$ cat config.mk
export PLATFORM = sky130hd
export DESIGN_NAME = mbd_core
export DESIGN_NICKNAME = d
export VERILOG_FILES = /design/src/common/mbd_pkg.sv /design/src/core/mbd_core.sv /design/src/core/mbd_i2c_target.sv
export SDC_FILE = /design/constraint.sdc
export NUM_CORES = 1
export LEC_CHECK = 0
export ABC_AREA = 1
export BUFFER_PORTS_ARGS = -buffer_cell sky130_fd_sc_hd__buf_2
export CORE_MARGIN = 2
export CORE_UTILIZATION = 30
export DETAILED_ROUTE_END_ITERATION = 6
export PLACE_DENSITY = 0.44
export SETUP_SLACK_MARGIN = 0.2
export SYNTH_ARGS = -nofsm -noshare
export SYNTH_HDL_FRONTEND = slang
export SYNTH_SLANG_ARGS = --single-unit
$ cat constraint.sdc
create_clock -name clk -period 13 [get_ports clk]
set_input_delay 1.3 -clock clk [delete_from_list [all_inputs] [get_ports clk]]
set_output_delay 1.3 -clock clk [all_outputs]
set_load 0.02 [all_outputs]
$ cat src/common/mbd_pkg.sv
package mbd_pkg;
  // clock and switching rates
  localparam int CLK_HZ    = 100_000_000;
  localparam int F_HIGH_HZ = 215_000;
  localparam int F_MED_HZ  = 135_000;
  localparam int F_LOW_HZ  = 110_000;
  localparam logic [11:0] PER_HIGH = 12'(CLK_HZ / F_HIGH_HZ);
  localparam logic [11:0] PER_MED  = 12'(CLK_HZ / F_MED_HZ);
  localparam logic [11:0] PER_LOW  = 12'(CLK_HZ / F_LOW_HZ);
  // dead time is a fraction of one switching period
  localparam int DT_NUM = 3;
  localparam int DT_DEN = 256;
  // bypass square wave, half period rounded down
  localparam int BYP_HZ = 440_000;
  localparam logic [7:0] BYP_HALF = 8'(CLK_HZ / (2 * BYP_HZ));
  // slow times in their own units
  localparam longint SLEW_FAST_MS = 60;
  localparam longint SLEW_SLOW_MS = 120;
  localparam longint SS_TIME_MS   = 250;
  localparam longint SS_STEPS     = 512;
  localparam longint START_S_SHORT = 60;
  localparam longint START_S_LONG  = 120;
  // status word layout
  localparam int STAT_W   = 56;
  localparam int CH_W     = 10;
  localparam int FLAG_BIT = 40;
  localparam logic [STAT_W-1:0] STAT_RST = '0;
  // i2c register pointer values
  localparam logic REG_CFG  = 1'b0;
  localparam logic REG_MEAS = 1'b1;
  localparam logic [6:0] I2C_ADDR_DEF = 7'h2c; // arbitrary target address

  typedef enum logic [2:0] {
    ST_CFG   = 3'b000,
    ST_SOFT  = 3'b001,
    ST_SBYP  = 3'b010,
    ST_STBY  = 3'b011,
    ST_TRACK = 3'b100,
    ST_BYP   = 3'b101
  } mbd_state_e;

  typedef enum logic [1:0] {
    SLEW_NONE = 2'b00,
    SLEW_FAST = 2'b01,
    SLEW_SLOW = 2'b10
  } mbd_slew_e;

  typedef struct packed {
    logic [9:0] ch6;
    logic [9:0] ch4;
    logic [9:0] ch2;
    logic [9:0] ch0;
  } mbd_samples_s;

  typedef struct packed {
    logic [9:0] vout;
    logic [9:0] output_current_sense;
    logic [9:0] vin;
    logic [9:0] iin;
  } mbd_meas_s;

  typedef struct packed {
    mbd_slew_e  slew;
    logic [1:0] start_sel; // 0: none, 1: short, 2: long
    logic [5:0] exit_k;    // thousandths of supply
    logic [5:0] start_k;
    logic       ratio12;
  } mbd_cfg6_s;

  // slew, start time, thresholds and ratio from the top sample bits
  function automatic mbd_cfg6_s decode_cfg6(input logic [2:0] c);
    case (c)
      3'h7:    decode_cfg6 = '{SLEW_SLOW, 2'h0, 6'h00, 6'h00, 1'b0};
      3'h6:    decode_cfg6 = '{SLEW_SLOW, 2'h1, 6'h06, 6'h0a, 1'b0};
      3'h5:    decode_cfg6 = '{SLEW_SLOW, 2'h0, 6'h17, 6'h27, 1'b0};
      3'h4:    decode_cfg6 = '{SLEW_SLOW, 2'h2, 6'h17, 6'h27, 1'b0};
      3'h3:    decode_cfg6 = '{SLEW_SLOW, 2'h0, 6'h06, 6'h0a, 1'b1};
      3'h2:    decode_cfg6 = '{SLEW_SLOW, 2'h1, 6'h27, 6'h17, 1'b0};
      3'h1:    decode_cfg6 = '{SLEW_FAST, 2'h1, 6'h17, 6'h27, 1'b0};
      default: decode_cfg6 = '{SLEW_NONE, 2'h1, 6'h17, 6'h27, 1'b0};
    endcase
  endfunction

  // supply reading times k thousandths
  function automatic logic [9:0] frac_of(input logic [9:0] r,
                                         input logic [5:0] k);
    frac_of = 10'((20'(r) * 20'(k)) / 20'd1000);
  endfunction

  // soft-start end point, 1:1 or 1:1.2
  function automatic logic ratio_met(input logic [9:0] vo,
                                     input logic [9:0] vi,
                                     input logic       r12);
    if (r12)
      ratio_met = (14'(vo) * 14'd10) >= (14'(vi) * 14'd12);
    else
      ratio_met = vo >= vi;
  endfunction

  // least dead time in cycles, rounded up
  function automatic logic [9:0] dead_cycles(input logic [11:0] per);
    dead_cycles = 10'((22'(per) * 22'(DT_NUM) + 22'(DT_DEN - 1))
                      / 22'(DT_DEN));
  endfunction
endpackage

$ cat src/core/mbd_core.sv
// Functional notes
// fast slew: one volt per 60 ms
// slow slew: one volt per 120 ms
// after reset: soft start, then starting bypass
// current compared to start and exit levels
// soft start ends at configured output ratio
// dead time three 256ths of period
// forced-bypass low enters bypass from soft start, standby and tracking
// bypass active drives 440 kHz square wave
// reset low forces every drive off
// standby leaves once current above start
// status readable through the i2c target
// config sample word, read only, zero reset
// measurement word with tracking flag bit 40
// slew limiting only while boosting
// channel 2 picks frequency and bypass kind
// bridge bypass: half frequency, unity ratio
// dedicated bypass: bridge stops switching
// forced-bypass and reset pins synchronised
`timescale 1ns/1ps
module mbd_core #(
  parameter longint unsigned SLEW_FAST_CYC =
    mbd_pkg::SLEW_FAST_MS * mbd_pkg::CLK_HZ / 1000,
  parameter longint unsigned SLEW_SLOW_CYC =
    mbd_pkg::SLEW_SLOW_MS * mbd_pkg::CLK_HZ / 1000,
  parameter longint unsigned SS_STEP_CYC =
    mbd_pkg::SS_TIME_MS * mbd_pkg::CLK_HZ / 1000 / mbd_pkg::SS_STEPS,
  parameter longint unsigned START_SHORT_CYC =
    mbd_pkg::START_S_SHORT * mbd_pkg::CLK_HZ,
  parameter longint unsigned START_LONG_CYC =
    mbd_pkg::START_S_LONG * mbd_pkg::CLK_HZ,
  parameter logic [9:0]      VOLT_CODE = 10'h014,
  parameter logic [6:0]      I2C_ADDR  = mbd_pkg::I2C_ADDR_DEF
) (
  input  wire logic                 clk,
  input  wire logic                 rst_b,
  input  wire logic                 force_bypass_n,
  input  wire logic                 cfg_valid,
  input  wire mbd_pkg::mbd_samples_s cfg,
  input  wire logic                 meas_valid,
  input  wire mbd_pkg::mbd_meas_s   meas,
  input  wire logic [9:0]           analog_supply_ref,
  input  wire logic [8:0]           track_duty,
  input  wire logic                 track_unity,
  input  wire logic                 scl,
  input  wire logic                 sda_in,
  output logic                      sda_out,
  output logic                      sda_oe_b,
  output logic                      bridge_a_high_drive,
  output logic                      bridge_a_low_drive,
  output logic                      bridge_b_high_drive,
  output logic                      bridge_b_low_drive,
  output logic                      bypass_switch_drive
);
  import mbd_pkg::*;

  // counters below are sized for these limits
  if (START_LONG_CYC >= 64'h4_0000_0000 || SLEW_SLOW_CYC >= 64'h100_0000
      || SS_STEP_CYC == 0 || SS_STEP_CYC >= 64'h4_0000_0000
      || VOLT_CODE == 10'h000)
    $error("mbd_core: timing parameter out of range");

  mbd_state_e        state;       // control phase
  mbd_state_e        next_state;
  logic              rst_meta;    // reset release synchroniser
  logic              rst_sync;
  logic              fb_meta;     // forced-bypass synchroniser
  logic              fb_sync;
  logic [33:0]       tmr;         // soft-start step and start bypass
  logic [8:0]        ss_duty;     // soft-start duty ramp
  logic [8:0]        duty;        // applied duty, bit 8 = boost
  logic [23:0]       hold;        // slew hold after each volt
  logic [9:0]        vmark;       // lowest output level since last volt step
  logic [11:0]       pwm_cnt;     // position in switching period
  logic [7:0]        byp_cnt;     // square wave half period
  logic              byp_q;
  logic [1:0]        raw;         // wanted high-side state per leg
  logic [1:0]        prv;
  logic [1:0]        hi;
  logic [1:0]        lo;
  logic [1:0][9:0]   dtc;         // dead time down counters
  logic [STAT_W-1:0] stat_cfg;    // config sample word
  logic [STAT_W-1:0] stat_meas;   // measurement word

  // settings decoded from the stored samples
  mbd_cfg6_s  c6;
  logic       dedicated;
  logic [11:0] per;
  logic [11:0] per_act;
  logic [11:0] comp;
  logic [9:0]  dt;
  logic [9:0]  vout, iout, vin;
  logic [9:0]  th_start, th_exit;
  logic        byp_on, brg_byp, brg_en;
  logic [8:0]  req;

  assign c6       = decode_cfg6(stat_cfg[39:37]);
  assign vout     = stat_meas[39:30];
  assign iout     = stat_meas[29:20];
  assign vin      = stat_meas[19:10];
  assign th_start = frac_of(analog_supply_ref, c6.start_k);
  assign th_exit  = frac_of(analog_supply_ref, c6.exit_k);
  assign byp_on   = (state == ST_SBYP) || (state == ST_BYP);
  assign brg_byp  = byp_on && !dedicated;
  assign brg_en   = (state == ST_SOFT) || (state == ST_TRACK) || brg_byp;
  assign req      = (state == ST_SOFT) ? ss_duty : track_duty;
  assign dt       = dead_cycles(per);

  // frequency and bypass kind from channel 2
  always_comb begin
    dedicated = 1'b1;
    per       = PER_HIGH;
    case (stat_cfg[19:17])
      3'h5:    begin per = PER_LOW;  dedicated = 1'b0; end
      3'h4:    begin per = PER_MED;  dedicated = 1'b0; end
      3'h3:    begin per = PER_HIGH; dedicated = 1'b0; end
      3'h2:    per = PER_LOW;
      3'h1:    per = PER_MED;
      default: per = PER_HIGH;
    endcase
    // bridge bypass runs at half the frequency
    per_act = brg_byp ? 12'(per << 1) : per;
    comp = 12'((20'(duty[7:0]) * 20'(per_act)) >> 8);
  end

  // reset: asserts at once, releases after two edges
  always_ff @(posedge clk or negedge rst_b) begin
    if (!rst_b) begin
      rst_meta <= 1'b0;
      rst_sync <= 1'b0;
    end else begin
      rst_meta <= 1'b1;
      rst_sync <= rst_meta;
    end
  end

  // forced-bypass pin, idle high
  always_ff @(posedge clk or negedge rst_b) begin
    if (!rst_b) begin
      fb_meta <= 1'b1;
      fb_sync <= 1'b1;
    end else begin
      fb_meta <= force_bypass_n;
      fb_sync <= fb_meta;
    end
  end

  // phase sequencing
  always_comb begin
    next_state = state;
    case (state)
      ST_CFG:
        if (rst_sync && cfg_valid) next_state = ST_SOFT;
      ST_SOFT:
        if (!fb_sync) next_state = ST_BYP;
        else if (iout > th_start) next_state = ST_TRACK;
        else if (ratio_met(vout, vin, c6.ratio12))
          next_state = ST_SBYP;
      ST_SBYP:
        if (tmr == '0) next_state = ST_STBY;
      ST_STBY:
        if (!fb_sync) next_state = ST_BYP;
        else if (iout > th_start) next_state = ST_TRACK;
      ST_TRACK:
        if (!fb_sync) next_state = ST_BYP;
        else if (iout < th_exit) next_state = ST_STBY;
        else if (track_unity) next_state = ST_BYP;
      ST_BYP:
        if (fb_sync && !track_unity) next_state = ST_TRACK;
      default: next_state = ST_CFG;
    endcase
  end

  always_ff @(posedge clk or negedge rst_b) begin
    if (!rst_b) state <= ST_CFG;
    else        state <= next_state;
  end

  // shared timer: ramp steps, then the starting bypass time
  always_ff @(posedge clk or negedge rst_b) begin
    if (!rst_b) begin
      tmr     <= '0;
      ss_duty <= '0;
    end else if (state == ST_SOFT && next_state == ST_SBYP) begin
      case (c6.start_sel)
        2'h1:    tmr <= 34'(START_SHORT_CYC);
        2'h2:    tmr <= 34'(START_LONG_CYC);
        default: tmr <= '0;
      endcase
    end else if (state == ST_SOFT) begin
      if (tmr == '0) begin
        tmr <= 34'(SS_STEP_CYC - 1);
        if (ss_duty != 9'h1ff) ss_duty <= ss_duty + 9'd1;
      end else begin
        tmr <= tmr - 34'd1;
      end
    end else if (tmr != '0) begin
      tmr <= tmr - 34'd1;
    end
  end

  // output ramp limiter: each volt of rise starts a hold
  always_ff @(posedge clk or negedge rst_b) begin
    if (!rst_b) begin
      hold  <= '0;
      vmark <= '0;
    end else if (meas_valid && meas.vout >= 10'(vmark + VOLT_CODE)) begin
      vmark <= meas.vout;
      case (c6.slew)
        SLEW_FAST: hold <= 24'(SLEW_FAST_CYC);
        SLEW_SLOW: hold <= 24'(SLEW_SLOW_CYC);
        default:   hold <= '0;
      endcase
    end else begin
      if (meas_valid && meas.vout < vmark) vmark <= meas.vout;
      if (hold != '0) hold <= hold - 24'd1;
    end
  end

  // applied duty; rises in boost wait out the hold
  always_ff @(posedge clk or negedge rst_b) begin
    if (!rst_b) duty <= '0;
    else if (!(hold != '0 && req[8] && req > duty)) duty <= req;
  end

  // switching period counter
  always_ff @(posedge clk or negedge rst_b) begin
    if (!rst_b) pwm_cnt <= '0;
    else if (pwm_cnt >= per_act - 12'd1) pwm_cnt <= '0;
    else pwm_cnt <= pwm_cnt + 12'd1;
  end

  // wanted leg states: buck switches leg a, boost leg b
  always_comb begin
    if (brg_byp) begin
      raw = {2{pwm_cnt < per}};
    end else if (duty[8]) begin
      raw = {pwm_cnt >= comp, 1'b1};
    end else begin
      raw = {1'b1, pwm_cnt < comp};
    end
  end

  // dead time: both switches of a leg off after each change
  always_ff @(posedge clk or negedge rst_b) begin
    if (!rst_b) begin
      prv <= '0;
      dtc <= '0;
      hi  <= '0;
      lo  <= '0;
    end else begin
      for (int i = 0; i < 2; i++) begin
        prv[i] <= raw[i];
        if (raw[i] != prv[i]) begin
          dtc[i] <= dt - 10'd1;
          hi[i]  <= 1'b0;
          lo[i]  <= 1'b0;
        end else if (dtc[i] != '0) begin
          dtc[i] <= dtc[i] - 10'd1;
          hi[i]  <= 1'b0;
          lo[i]  <= 1'b0;
        end else begin
          // dedicated bypass and idle phases stop the bridge
          hi[i] <= raw[i] & brg_en;
          lo[i] <= ~raw[i] & brg_en;
        end
      end
    end
  end

  assign bridge_a_high_drive = hi[0];
  assign bridge_a_low_drive  = lo[0];
  assign bridge_b_high_drive = hi[1];
  assign bridge_b_low_drive  = lo[1];

  // bypass switch square wave, low whenever bypass is off
  always_ff @(posedge clk or negedge rst_b) begin
    if (!rst_b) begin
      byp_cnt <= '0;
      byp_q   <= 1'b0;
    end else if (!byp_on) begin
      byp_cnt <= '0;
      byp_q   <= 1'b0;
    end else if (byp_cnt == BYP_HALF - 8'd1) begin
      byp_cnt <= '0;
      byp_q   <= ~byp_q;
    end else begin
      byp_cnt <= byp_cnt + 8'd1;
    end
  end

  assign bypass_switch_drive = byp_q;

  // status words; reserved upper bits stay zero
  always_ff @(posedge clk or negedge rst_b) begin
    if (!rst_b) begin
      stat_cfg  <= STAT_RST;
      stat_meas <= STAT_RST;
    end else begin
      // samples are taken once per reset
      if (state == ST_CFG && rst_sync && cfg_valid)
        stat_cfg <= {16'h0000, cfg};
      if (meas_valid)
        stat_meas <= {15'h0000, state == ST_TRACK, meas};
    end
  end

  // register access from the bus
  mbd_i2c_target #(
    .ADDR      (I2C_ADDR)
  ) u_i2c (
    .clk       (clk),
    .rst_b     (rst_b),
    .scl       (scl),
    .sda_in    (sda_in),
    .sda_out   (sda_out),
    .sda_oe_b  (sda_oe_b),
    .stat_cfg  (stat_cfg),
    .stat_meas (stat_meas)
  );

  // checks
  leg_overlap_a:
    assert property (@(posedge clk) disable iff (!rst_b)
      !(hi[0] && lo[0]) && !(hi[1] && lo[1]))
    else $error("leg high and low on together");
  dead_gap_a:
    assert property (@(posedge clk) disable iff (!rst_b)
      $fell(hi[0]) |-> (!lo[0])[*6])
    else $error("dead time too short on leg a");
  forced_byp_a:
    assert property (@(posedge clk) disable iff (!rst_b)
      (state == ST_TRACK && !fb_sync) |=> state == ST_BYP)
    else $error("forced bypass not entered");
  square_wave_a:
    assert property (@(posedge clk) disable iff (!rst_b)
      (byp_on && $rose(byp_q)) |=> (byp_on && byp_q)[*8] or !byp_on)
    else $error("bypass wave half period too short");
  reset_off_a:
    assert property (@(posedge clk)
      !rst_sync |-> (hi == 2'b00 && lo == 2'b00 && !byp_q))
    else $error("drive active during reset");
  start_track_a:
    assert property (@(posedge clk) disable iff (!rst_b)
      (state == ST_STBY && fb_sync && iout > th_start)
      |=> state == ST_TRACK)
    else $error("standby did not start tracking");
  soft_end_a:
    assert property (@(posedge clk) disable iff (!rst_b)
      (state == ST_SOFT && fb_sync && !(iout > th_start)
       && ratio_met(vout, vin, c6.ratio12)) |=> state == ST_SBYP)
    else $error("soft start did not end at ratio");
  dedicated_off_a:
    assert property (@(posedge clk) disable iff (!rst_b)
      (state == ST_BYP && $past(state) == ST_BYP && dedicated)
      |-> (hi == 2'b00 && lo == 2'b00))
    else $error("bridge switching in dedicated bypass");
  slew_hold_a:
    assert property (@(posedge clk) disable iff (!rst_b)
      (hold != '0 && duty[8] && req > duty) |=> duty == $past(duty))
    else $error("boost duty rose during slew hold");
  cfg_word_a:
    assert property (@(posedge clk) disable iff (!rst_b)
      stat_cfg[55:40] == 16'h0000 && stat_meas[55:41] == 15'h0000)
    else $error("reserved status bits not zero");
endmodule

$ cat src/core/mbd_i2c_target.sv
`timescale 1ns/1ps
module mbd_i2c_target #(
  parameter logic [6:0] ADDR = mbd_pkg::I2C_ADDR_DEF
) (
  input  wire logic                      clk,
  input  wire logic                      rst_b,
  input  wire logic                      scl,
  input  wire logic                      sda_in,
  output logic                           sda_out,
  output logic                           sda_oe_b,
  input  wire logic [mbd_pkg::STAT_W-1:0] stat_cfg,
  input  wire logic [mbd_pkg::STAT_W-1:0] stat_meas
);
  import mbd_pkg::*;

  typedef enum logic [2:0] {
    I_IDLE = 3'b000, I_ADDR = 3'b001, I_ACKA = 3'b010, I_WR = 3'b011,
    I_ACKW = 3'b100, I_RD = 3'b101, I_ACKR = 3'b110
  } mbd_i2c_e;

  mbd_i2c_e   st;       // bus phase
  logic       scl_q;    // previous line samples
  logic       sda_q;
  logic [3:0] bitc;     // bits of the current byte
  logic [7:0] sh;       // shift register
  logic       rw;       // 1: master reads
  logic       ptr;      // selected status word
  logic       ptr_set;  // pointer byte already taken
  logic [2:0] idx;      // byte index, msb byte first
  logic       nack;

  wire rise  = scl & ~scl_q;
  wire fall  = ~scl & scl_q;
  wire start = scl & scl_q & sda_q & ~sda_in;
  wire stop  = scl & scl_q & ~sda_q & sda_in;

  // seven bytes per word; bytes past the end read zero
  function automatic logic [7:0] byte_of(input logic p,
                                         input logic [2:0] i);
    logic [STAT_W-1:0] w;
    w = (p == REG_MEAS) ? stat_meas : stat_cfg;
    byte_of = (i > 3'd6) ? 8'h00 : 8'(w >> (8 * (6 - int'(i))));
  endfunction

  // open drain: the level is always low, only the enable moves
  always_ff @(posedge clk or negedge rst_b) begin
    if (!rst_b) sda_out <= 1'b0;
    else        sda_out <= 1'b0;
  end

  // line history for edge and start/stop detection
  always_ff @(posedge clk or negedge rst_b) begin
    if (!rst_b) begin
      scl_q <= 1'b1;
      sda_q <= 1'b1;
    end else begin
      scl_q <= scl;
      sda_q <= sda_in;
    end
  end

  // protocol engine; stop and start win over any phase
  always_ff @(posedge clk or negedge rst_b) begin
    if (!rst_b) begin
      st <= I_IDLE; bitc <= '0; sh <= '0; rw <= 1'b0;
      ptr <= REG_CFG; ptr_set <= 1'b0; idx <= '0; nack <= 1'b0;
      sda_oe_b <= 1'b1;
    end else if (stop) begin
      st <= I_IDLE;
      sda_oe_b <= 1'b1;
    end else if (start) begin
      st <= I_ADDR; bitc <= '0; idx <= '0; ptr_set <= 1'b0;
      sda_oe_b <= 1'b1;
    end else begin
      case (st)
        I_ADDR, I_WR: begin
          if (rise && bitc != 4'd8) begin
            sh <= {sh[6:0], sda_in};
            bitc <= bitc + 4'd1;
          end else if (fall && bitc == 4'd8) begin
            bitc <= '0;
            if (st == I_ADDR) begin
              // other addresses are ignored until the next start
              if (sh[7:1] == ADDR) begin
                st <= I_ACKA; rw <= sh[0]; sda_oe_b <= 1'b0;
              end else begin
                st <= I_IDLE;
              end
            end else begin
              // only the first written byte counts, as the pointer
              if (!ptr_set) ptr <= sh[0];
              ptr_set <= 1'b1;
              st <= I_ACKW; sda_oe_b <= 1'b0;
            end
          end
        end
        I_ACKA: if (fall) begin
          if (rw) begin
            st <= I_RD; sh <= byte_of(ptr, idx);
            sda_oe_b <= byte_of(ptr, idx) [7];
          end else begin
            st <= I_WR; sda_oe_b <= 1'b1;
          end
        end
        I_ACKW: if (fall) begin
          st <= I_WR; sda_oe_b <= 1'b1;
        end
        I_RD: if (fall) begin
          bitc <= bitc + 4'd1;
          if (bitc == 4'd7) begin
            st <= I_ACKR; sda_oe_b <= 1'b1; bitc <= '0;
            idx <= idx + 3'd1;
          end else begin
            sh <= {sh[6:0], 1'b0};
            sda_oe_b <= sh[6];
          end
        end
        I_ACKR: begin
          if (rise) nack <= sda_in;
          if (fall) begin
            if (nack) begin
              st <= I_IDLE;
            end else begin
              st <= I_RD; sh <= byte_of(ptr, idx);
              sda_oe_b <= byte_of(ptr, idx) [7];
            end
          end
        end
        default: st <= I_IDLE;
      endcase
    end
  end
endmodule

==> results.md, run 1 <==
- Asr flop ratio synth: 100%
- Placer Congestion: 0.820
- DP HPWL: 50,500 µm
- Synth warnings: 0
- Layout area overhead: 12.0%
- GR met2 Demand/Resource: 26.8%
- Largest family of logic cells by synthesized area: simple AND/OR/NAND/NOR gates
- Initial antenna violation count: 2
- Clk buf depth: 3
- Fillers: 8,474
- Max Cap Viol: 0
- Min Clock Period, post-route: 11.37 ns
- Busiest layer in global routing: met2
- Antenna viol nets, final: 0
- Top cells by area, synth: dfrtp_1 (25%), ha_1 (13%), fa_1 (9.4%)
- Syn avg cell area: 7.47 µm²
- Clock Skews: 0.0205 ns
- Synthesized-area fraction occupied by adder cells: 21.9%
- Top_reg_cell synth: dfrtp_1
- Vias per cell: 4.59
- Register bit total from synthesis: 246
- Number of global-route vias before repair: 19.9k
- CTS H-tree lvls: 2
- Initial core utilization: 30.2%
- Cells after synthesis: 3,175
- Final net count: 3,735
- Slew Limit Fails: 0
- CP Launch Type: flip-flop
- Max Freq: 88.0 MHz
- Post-cts resize count: 0
- Initial DRC Count: 1,077
- Yosys top cell area share: 25.4%
- Met3 Use GR: 1.78%
- Die area: 0.0814 mm²
- Fin. Hold Viols: 0
- CP Capture Type: flip-flop
- GR met1 Demand/Resource: 21.7%
- Share of post-route cells with drive strength above 1: 9.81%
- Status: finished clean
- Slowest cell on the critical path: dfrtp_1
- WP data required: 13.45 ns
- XOR/XNOR share of the synthesized area: 4.21%
- RSZ-0062 raised after global routing: no
- Clock sinks: 246
- Cell taking the most area after synthesis: dfrtp_1
- Sequential share of the synthesized area: 26.0%
- Num CTS Buffers: 34
- GR Overflow Total: 0
- First-pass DRT Iterations: 5
- WL final: 63,500 µm
- Clock Latency Late Sink: 0.54 ns
- TNS Setup: 0 ns
- Clk root buf: clkbuf_16
- Final period util: 87.5%
- Worst hold path type: flip-flop to flip-flop
- Slew headroom: 24.8%
- Drt wl/cell: 14.6 µm
- Hold bufs inserted after CTS: 0
- # port buffers: 112
- Via count: 20.0k
- Crit Path Max Fanout: 30
- Largest net degree at the start of global routing: 142
- FP Rows: 103
- Post-CTS setup buffers: 0
- Max incr delay on CP: 0.83 ns
- Worst-path clk slew: 0.06 ns
- First-pass GRT wire length: 105,000 µm
- Most common cell after layout, fill and taps aside: nand2_1
- I/O pin cnt: 114
- Most frequent cells in the layout: nand2_1 (579), inv_1 (573), nor2_1 (336), dfrtp_1 (241), ha_1 (238)
- Setup Viol. Count Final: 0
- Synth Area in Compound Gates: 11.5%
- Netlist cell types: 62
- Total track usage: 15.7%
- Mux share of post-synthesis cell area: 1.85%
- Chip width: 285 µm
- Worst slew pin tran: 1.13 ns
- Simple-gate portion of the synthesized area: 24.0%
- Worst EP arrival: 11.82 ns
- EDFF count, synth: 0
- Die height: 285 µm
- Core ar.: 0.0786 mm²
- CP most frequent cell: nand2_1
- Cell area after synthesis: 0.0237 mm²
- Crit path kind: flip-flop to flip-flop
- DRC: 0
- TritonCTS clock tree: built
==> stage by stage <==
stage | area (µm²) | utilization, % | setup WS, ns | instances | hold WS, ns
finish | 26600 | 33.8 | 1.63 | 4356 | 0.350
global route | 26600 | 33.8 | 0.218 | 4354 | 0.368
CTS | 26600 | 33.8 | 1.43 | 4354 | 0.353
detailed placement | 25500 | 32.4 | 1.50 | 4293 | 0.340
global placement | 25500 | 32.4 | 1.68 | 4293 | 0.332
floorplan | 23700 | - | 3.62 | 3176 | 0.331
==> worst max-delay path, delay by kind of cell (launching register included) <==
family,cells,cell delay (ns)
DFF,1,0.83
buffers and inverters,17,1.78
xor gates and xnor gates,1,0.19
and+or+nand+nor,37,4.09
AOI/OAI and AO/OA,13,2.30
adders and majority gates,5,2.05
==> metal layers <==
metal  wire [µm]  up-vias
li1            -    10390
met1       31200     9359
met2       29700      199
met3        1780       42
met4         748        2
met5           9        -
==> state kept, by name, indices dropped and copies added, names as in the netlist, 9 cells and up <==
register	count
stat_meas	41
stat_cfg	40
tmr	34
hold	24
dtc	20
pwm_cnt	12
vmark	10
duty	9
ss_duty	9
==> worst paths after layout <==
kind / slack (ns) / endpoint / cells after the start / start
min in group asynchronous: 0.85 / stat_cfg[1] / 1 / rst_b
worst min-delay path: 0.35 / rst_sync / 0 / rst_meta
worst max register to register: 1.63 / tmr[27] / 73 / stat_cfg[38]
max in group asynchronous: 10.80 / tmr[22] / 2 / rst_b
worst max-delay path: 1.63 / tmr[27] / 73 / stat_cfg[38]
worst min register to register: 0.35 / rst_sync / 0 / rst_meta
==> final cells by class <==
class	instances	area, µm²	share of cell area (%)
Sequential cell	246	6160	23.2
Timing Repair Buffer	124	673	2.53
Clock inverter	10	100	0.377
Inverter	605	2270	8.55
Antenna cell	2	5.00	0.0188
Tap cell	1050	1310	4.94
Multi-Input combinational cell	2268	15100	56.7
Clock buffer	51	986	3.71
==> synthesized netlist by cell type, types with 36 or more instances <==
cell        n
nand2_1   579
inv_1     573
nor2_1    336
dfrtp_1   241
ha_1      238
a21oi_1   169
nand3_1   163
o21ai_0   163
fa_1      111
xor2_1     71
nor3_1     54
clkbuf_1   52
xnor2_1    43
mux2_2     39
nand4_1    37
nand2_2    36
==> cells by family (layout without fill, tap and decap cells) <==
| logic type | count (synthesis) | in the layout |
|---|---|---|
| AND/OR/NAND/NOR | 1290 | 1290 |
| buffers and inverters | 662 | 790 |
| AO/OA/AOI/OAI | 473 | 473 |
| adder cells (fa/ha/maj) | 349 | 349 |
| flip-flops | 246 | 246 |
| XOR/XNOR | 114 | 114 |
| multiplexers | 39 | 39 |
| other | 2 | 5 |
Power of run 1 is not shown: default switching activity piles up to over one toggle a cycle in this logic, so the estimate is an artifact.
==> run 2: changes to the inputs <==
Settings changed: ABC_AREA 1 to not set.
==> run 2 against run 1 <==
Effect of this change: global-route usage increased by 0.72 points; highest routed layer unchanged; core utilization about the same; via count decreased by 3.2%; register-to-register slack got worse by 0.46 ns; synthesized area increased by 1.2%; final cell count decreased by 12%; first-iteration DRC count decreased by 0.84%; non-clock buffer count increased by 10; die area increased by 1.2%; critical endpoint is now ss_duty[7]; synthesized cell count decreased by 16%.
==> results.md, run 2 <==
- Max Cap Viol: 0 (unchanged)
- Met2 wire len: 32,500 µm (+9.6%)
- Hold bufs inserted after CTS: 0 (unchanged)
- Slew Limit Fails: 0 (unchanged)
- Layout area overhead: 11.5%
- Lkg Pwr: 12.4 nW
- Cell taking the most area after synthesis: dfrtp_1
- # port buffers: 112 (unchanged)
- Final net count: 3,200 (-14%)
- CP Launch Type: flip-flop
- Number of global-route vias before repair: 19.7k (-0.86%)
- Top cells by area, synth: dfrtp_1 (25%), ha_1 (12%), fa_1 (9.3%)
- Final period util: 91.0% (+3.6 points)
- Crit path kind: flip-flop to flip-flop
- DP HPWL: 53,900 µm (+6.8%)
- Total track usage: 16.4% (+0.72 points)
- GR Overflow Total: 0 (unchanged)
- M1 WL: 30,600 µm (-2.0%)
- Top_reg_cell synth: dfrtp_1
- Drt wl/cell: 17.7 µm (+22%)
- Antenna viol nets, final: 0 (unchanged)
- Slowest cell on the critical path: or4_1
- DRC: 0 (unchanged)
- Worst R2R Path Depth: 48 (-34%)
- Cell Int Power: 2.89 mW
- Min Clock Period, post-route: 11.83 ns (+0.464 ns)
- Register bit total from synthesis: 246 (unchanged)
- Max Freq: 84.5 MHz (-3.9%)
- WP data required: 13.48 ns (+0.03 ns)
- Worst slack, placed: 0.545 ns (-0.952 ns)
- Clk root buf: clkbuf_16
- Worst-path clk slew: 0.07 ns (about the same)
- Slew headroom: 30.9% (+6.1 points)
- Max FFs per register: 41 (unchanged)
- Synth warnings: 0 (unchanged)
- Largest net degree at the start of global routing: 75 (-47%)
- Cell area after synthesis: 0.0240 mm² (+1.2%)
- Clk buf depth: 3 (unchanged)
- Share of post-route cells with drive strength above 1: 14.2% (+4.3 points)
- Die height: 287 µm (+0.61%)
- Most common cell after layout, fill and taps aside: inv_1
- Synth cell count leaders: inv_1 (256), dfrtp_1 (241), ha_1 (238)
- Worst Hold Depth: 0 (unchanged)
- CP Capture Type: flip-flop
- Worst hold path type: flip-flop to flip-flop
- Crit Path Max Fanout: 14 (-53%)
- TritonCTS clock tree: built
- Pwr dens: 205 mW/mm²
- RSZ-0062 raised after global routing: no
- Initial core utilization: 30.4% (+0.17 points)
- I/O pin cnt: 114 (unchanged)
- Switching pwr: 2.61 mW
- Largest regs: stat_meas x41, stat_cfg x40, tmr x34
- Design Power: 5.50 mW
- First-pass DRT Iterations: 5 (unchanged)
- Clock Skews: 0.0226 ns (+0.00206 ns)
- Yosys top cell area share: 25.1% (-0.31 points)
- Post-cts resize count: 0 (unchanged)
- Sequential share of the synthesized area: 25.7% (-0.32 points)
- Netlist cell types: 118 (+90%)
- Placer Congestion: 0.878 (+7.0%)
- Setup Viol. Count Final: 0 (unchanged)
- Status: finished clean
- Most frequent cell after synthesis: inv_1
- Num CTS Buffers: 29 (-15%)
- EDFF count, synth: 0 (unchanged)
- Die area: 0.0823 mm² (+1.2%)
- Fin. Hold Viols: 0 (unchanged)
- Worst slew pin tran: 1.03 ns (-0.0981 ns)
- First-pass GRT wire length: 109,000 µm (+4.3%)
- Maximum VDD drop: 0.000122 V
- Post-CTS setup buffers: 0 (unchanged)
- Initial DRC Count: 1,068 (-0.84%)
- Max incr delay on CP: 0.61 ns (-0.22 ns)
- Worst EP arrival: 12.31 ns (+0.49 ns)
- Cells after synthesis: 2,658 (-16%)
- CTS H-tree lvls: 1 (-1)
- Clock sinks: 246 (unchanged)
- Initial antenna violation count: 22 (+20)
- WL final: 67,700 µm (+6.6%)
- Core ar.: 0.0791 mm² (+0.66%)
- Top reg by flops: stat_meas
- TNS Setup: 0 ns (unchanged)
- Via count: 19.4k (-3.2%)
- Highest metal used: met5
- Met3 wire length: 3220 µm (+81%)
- Reg power frac: 17.6%
- Syn avg cell area: 9.04 µm² (+21%)
- Chip width: 287 µm (+0.61%)
- Sw frac: 47.4%
- Vias per cell: 5.07 (+11%)
- Combinational power share: 67.4%
- Asr flop ratio synth: 100% (unchanged)
- Clock Latency Late Sink: 0.56 ns (+0.02 ns)
- FP Rows: 103 (unchanged)
- Clock Power Share: 15.1%
- Most frequent cells in the layout: inv_1 (256), dfrtp_1 (239), ha_1 (238), nand2_1 (224), nor2_1 (198)
- Fin worst setup slack: 1.17 ns (-0.464 ns)
==> run 2: worst paths after layout <==
kind	to	startpoint	slack [ns]
setup / recovery	ss_duty[7]	stat_cfg[38]	1.17
hold / removal	rst_sync	rst_meta	0.36
setup reg to reg	ss_duty[7]	stat_cfg[38]	1.17
hold reg to reg	rst_sync	rst_meta	0.36
max in group asynchronous	vmark[7]	rst_b	10.28
min in group asynchronous	dtc[11]	rst_b	0.68
==> run 2: critical path: cells and delay by family, from the launching register on <==
kind / cells / cell delay, ns
AOI/OAI and AO/OA: 18 / 3.79
and+or+nand+nor: 16 / 3.68
xor gates and xnor gates: 4 / 0.53
DFF: 1 / 0.60
adders and majority gates: 6 / 2.60
buffers and inverters: 4 / 0.51
==> run 2: logic make-up after synthesis <==
family                   after synthesis  synth area share [%]
AND/OR/NAND/NOR                      877                  18.7
buffers and inverters                339                  5.50
multiplexers                         119                  6.24
adder cells (fa/ha/maj)              354                  21.9
other                                  2                0.0313
AO/OA/AOI/OAI                        567                  16.2
flip-flops                           246                  25.7
XOR/XNOR                             154                  5.76
==> run 2: layout make-up <==
cell class                 count  area, µm²
timing repair buffer         134        736
sequential                   246       6160
clock buffer                  40        827
tap                         1050       1310
inverter                     259        972
fill                        8233      52400
multi-input combinational   2074      16600
antenna                        3       7.51
clock inverter                10        129
==> run 2: metal layers <==
metal | vias up | GRT usage [%]
met1 | 9435 | 21.6
met4 | 30 | 3.27
met5 | - | 0
met3 | 88 | 2.97
met2 | 323 | 28.2
li1 | 9484 | -
==> run 2: power by group through the flow <==
stage	Clock [mW]	Sequential, mW	Combinational, mW
6_report	0.828	0.967	3.70
5_1_grt	0.888	0.981	4.21
4_1_cts	0.860	0.968	3.70
3_5_place_dp	0	0.980	3.67
3_3_place_gp	0	0.979	3.64
2_1_floorplan	0	0.941	2.90
==> run 2: metrics by stage <==
stage	hold slack, ns	utilization (%)	area, µm²	instances
final	0.359	33.8	26800	3816
after global routing	0.364	33.8	26800	3816
after CTS	0.358	33.7	26700	3813
after detailed placement	0.345	32.5	25700	3763
after global placement	0.337	32.5	25700	3763
after floorplan	0.331	-	24000	2659
(Power assumes the default switching activity.)
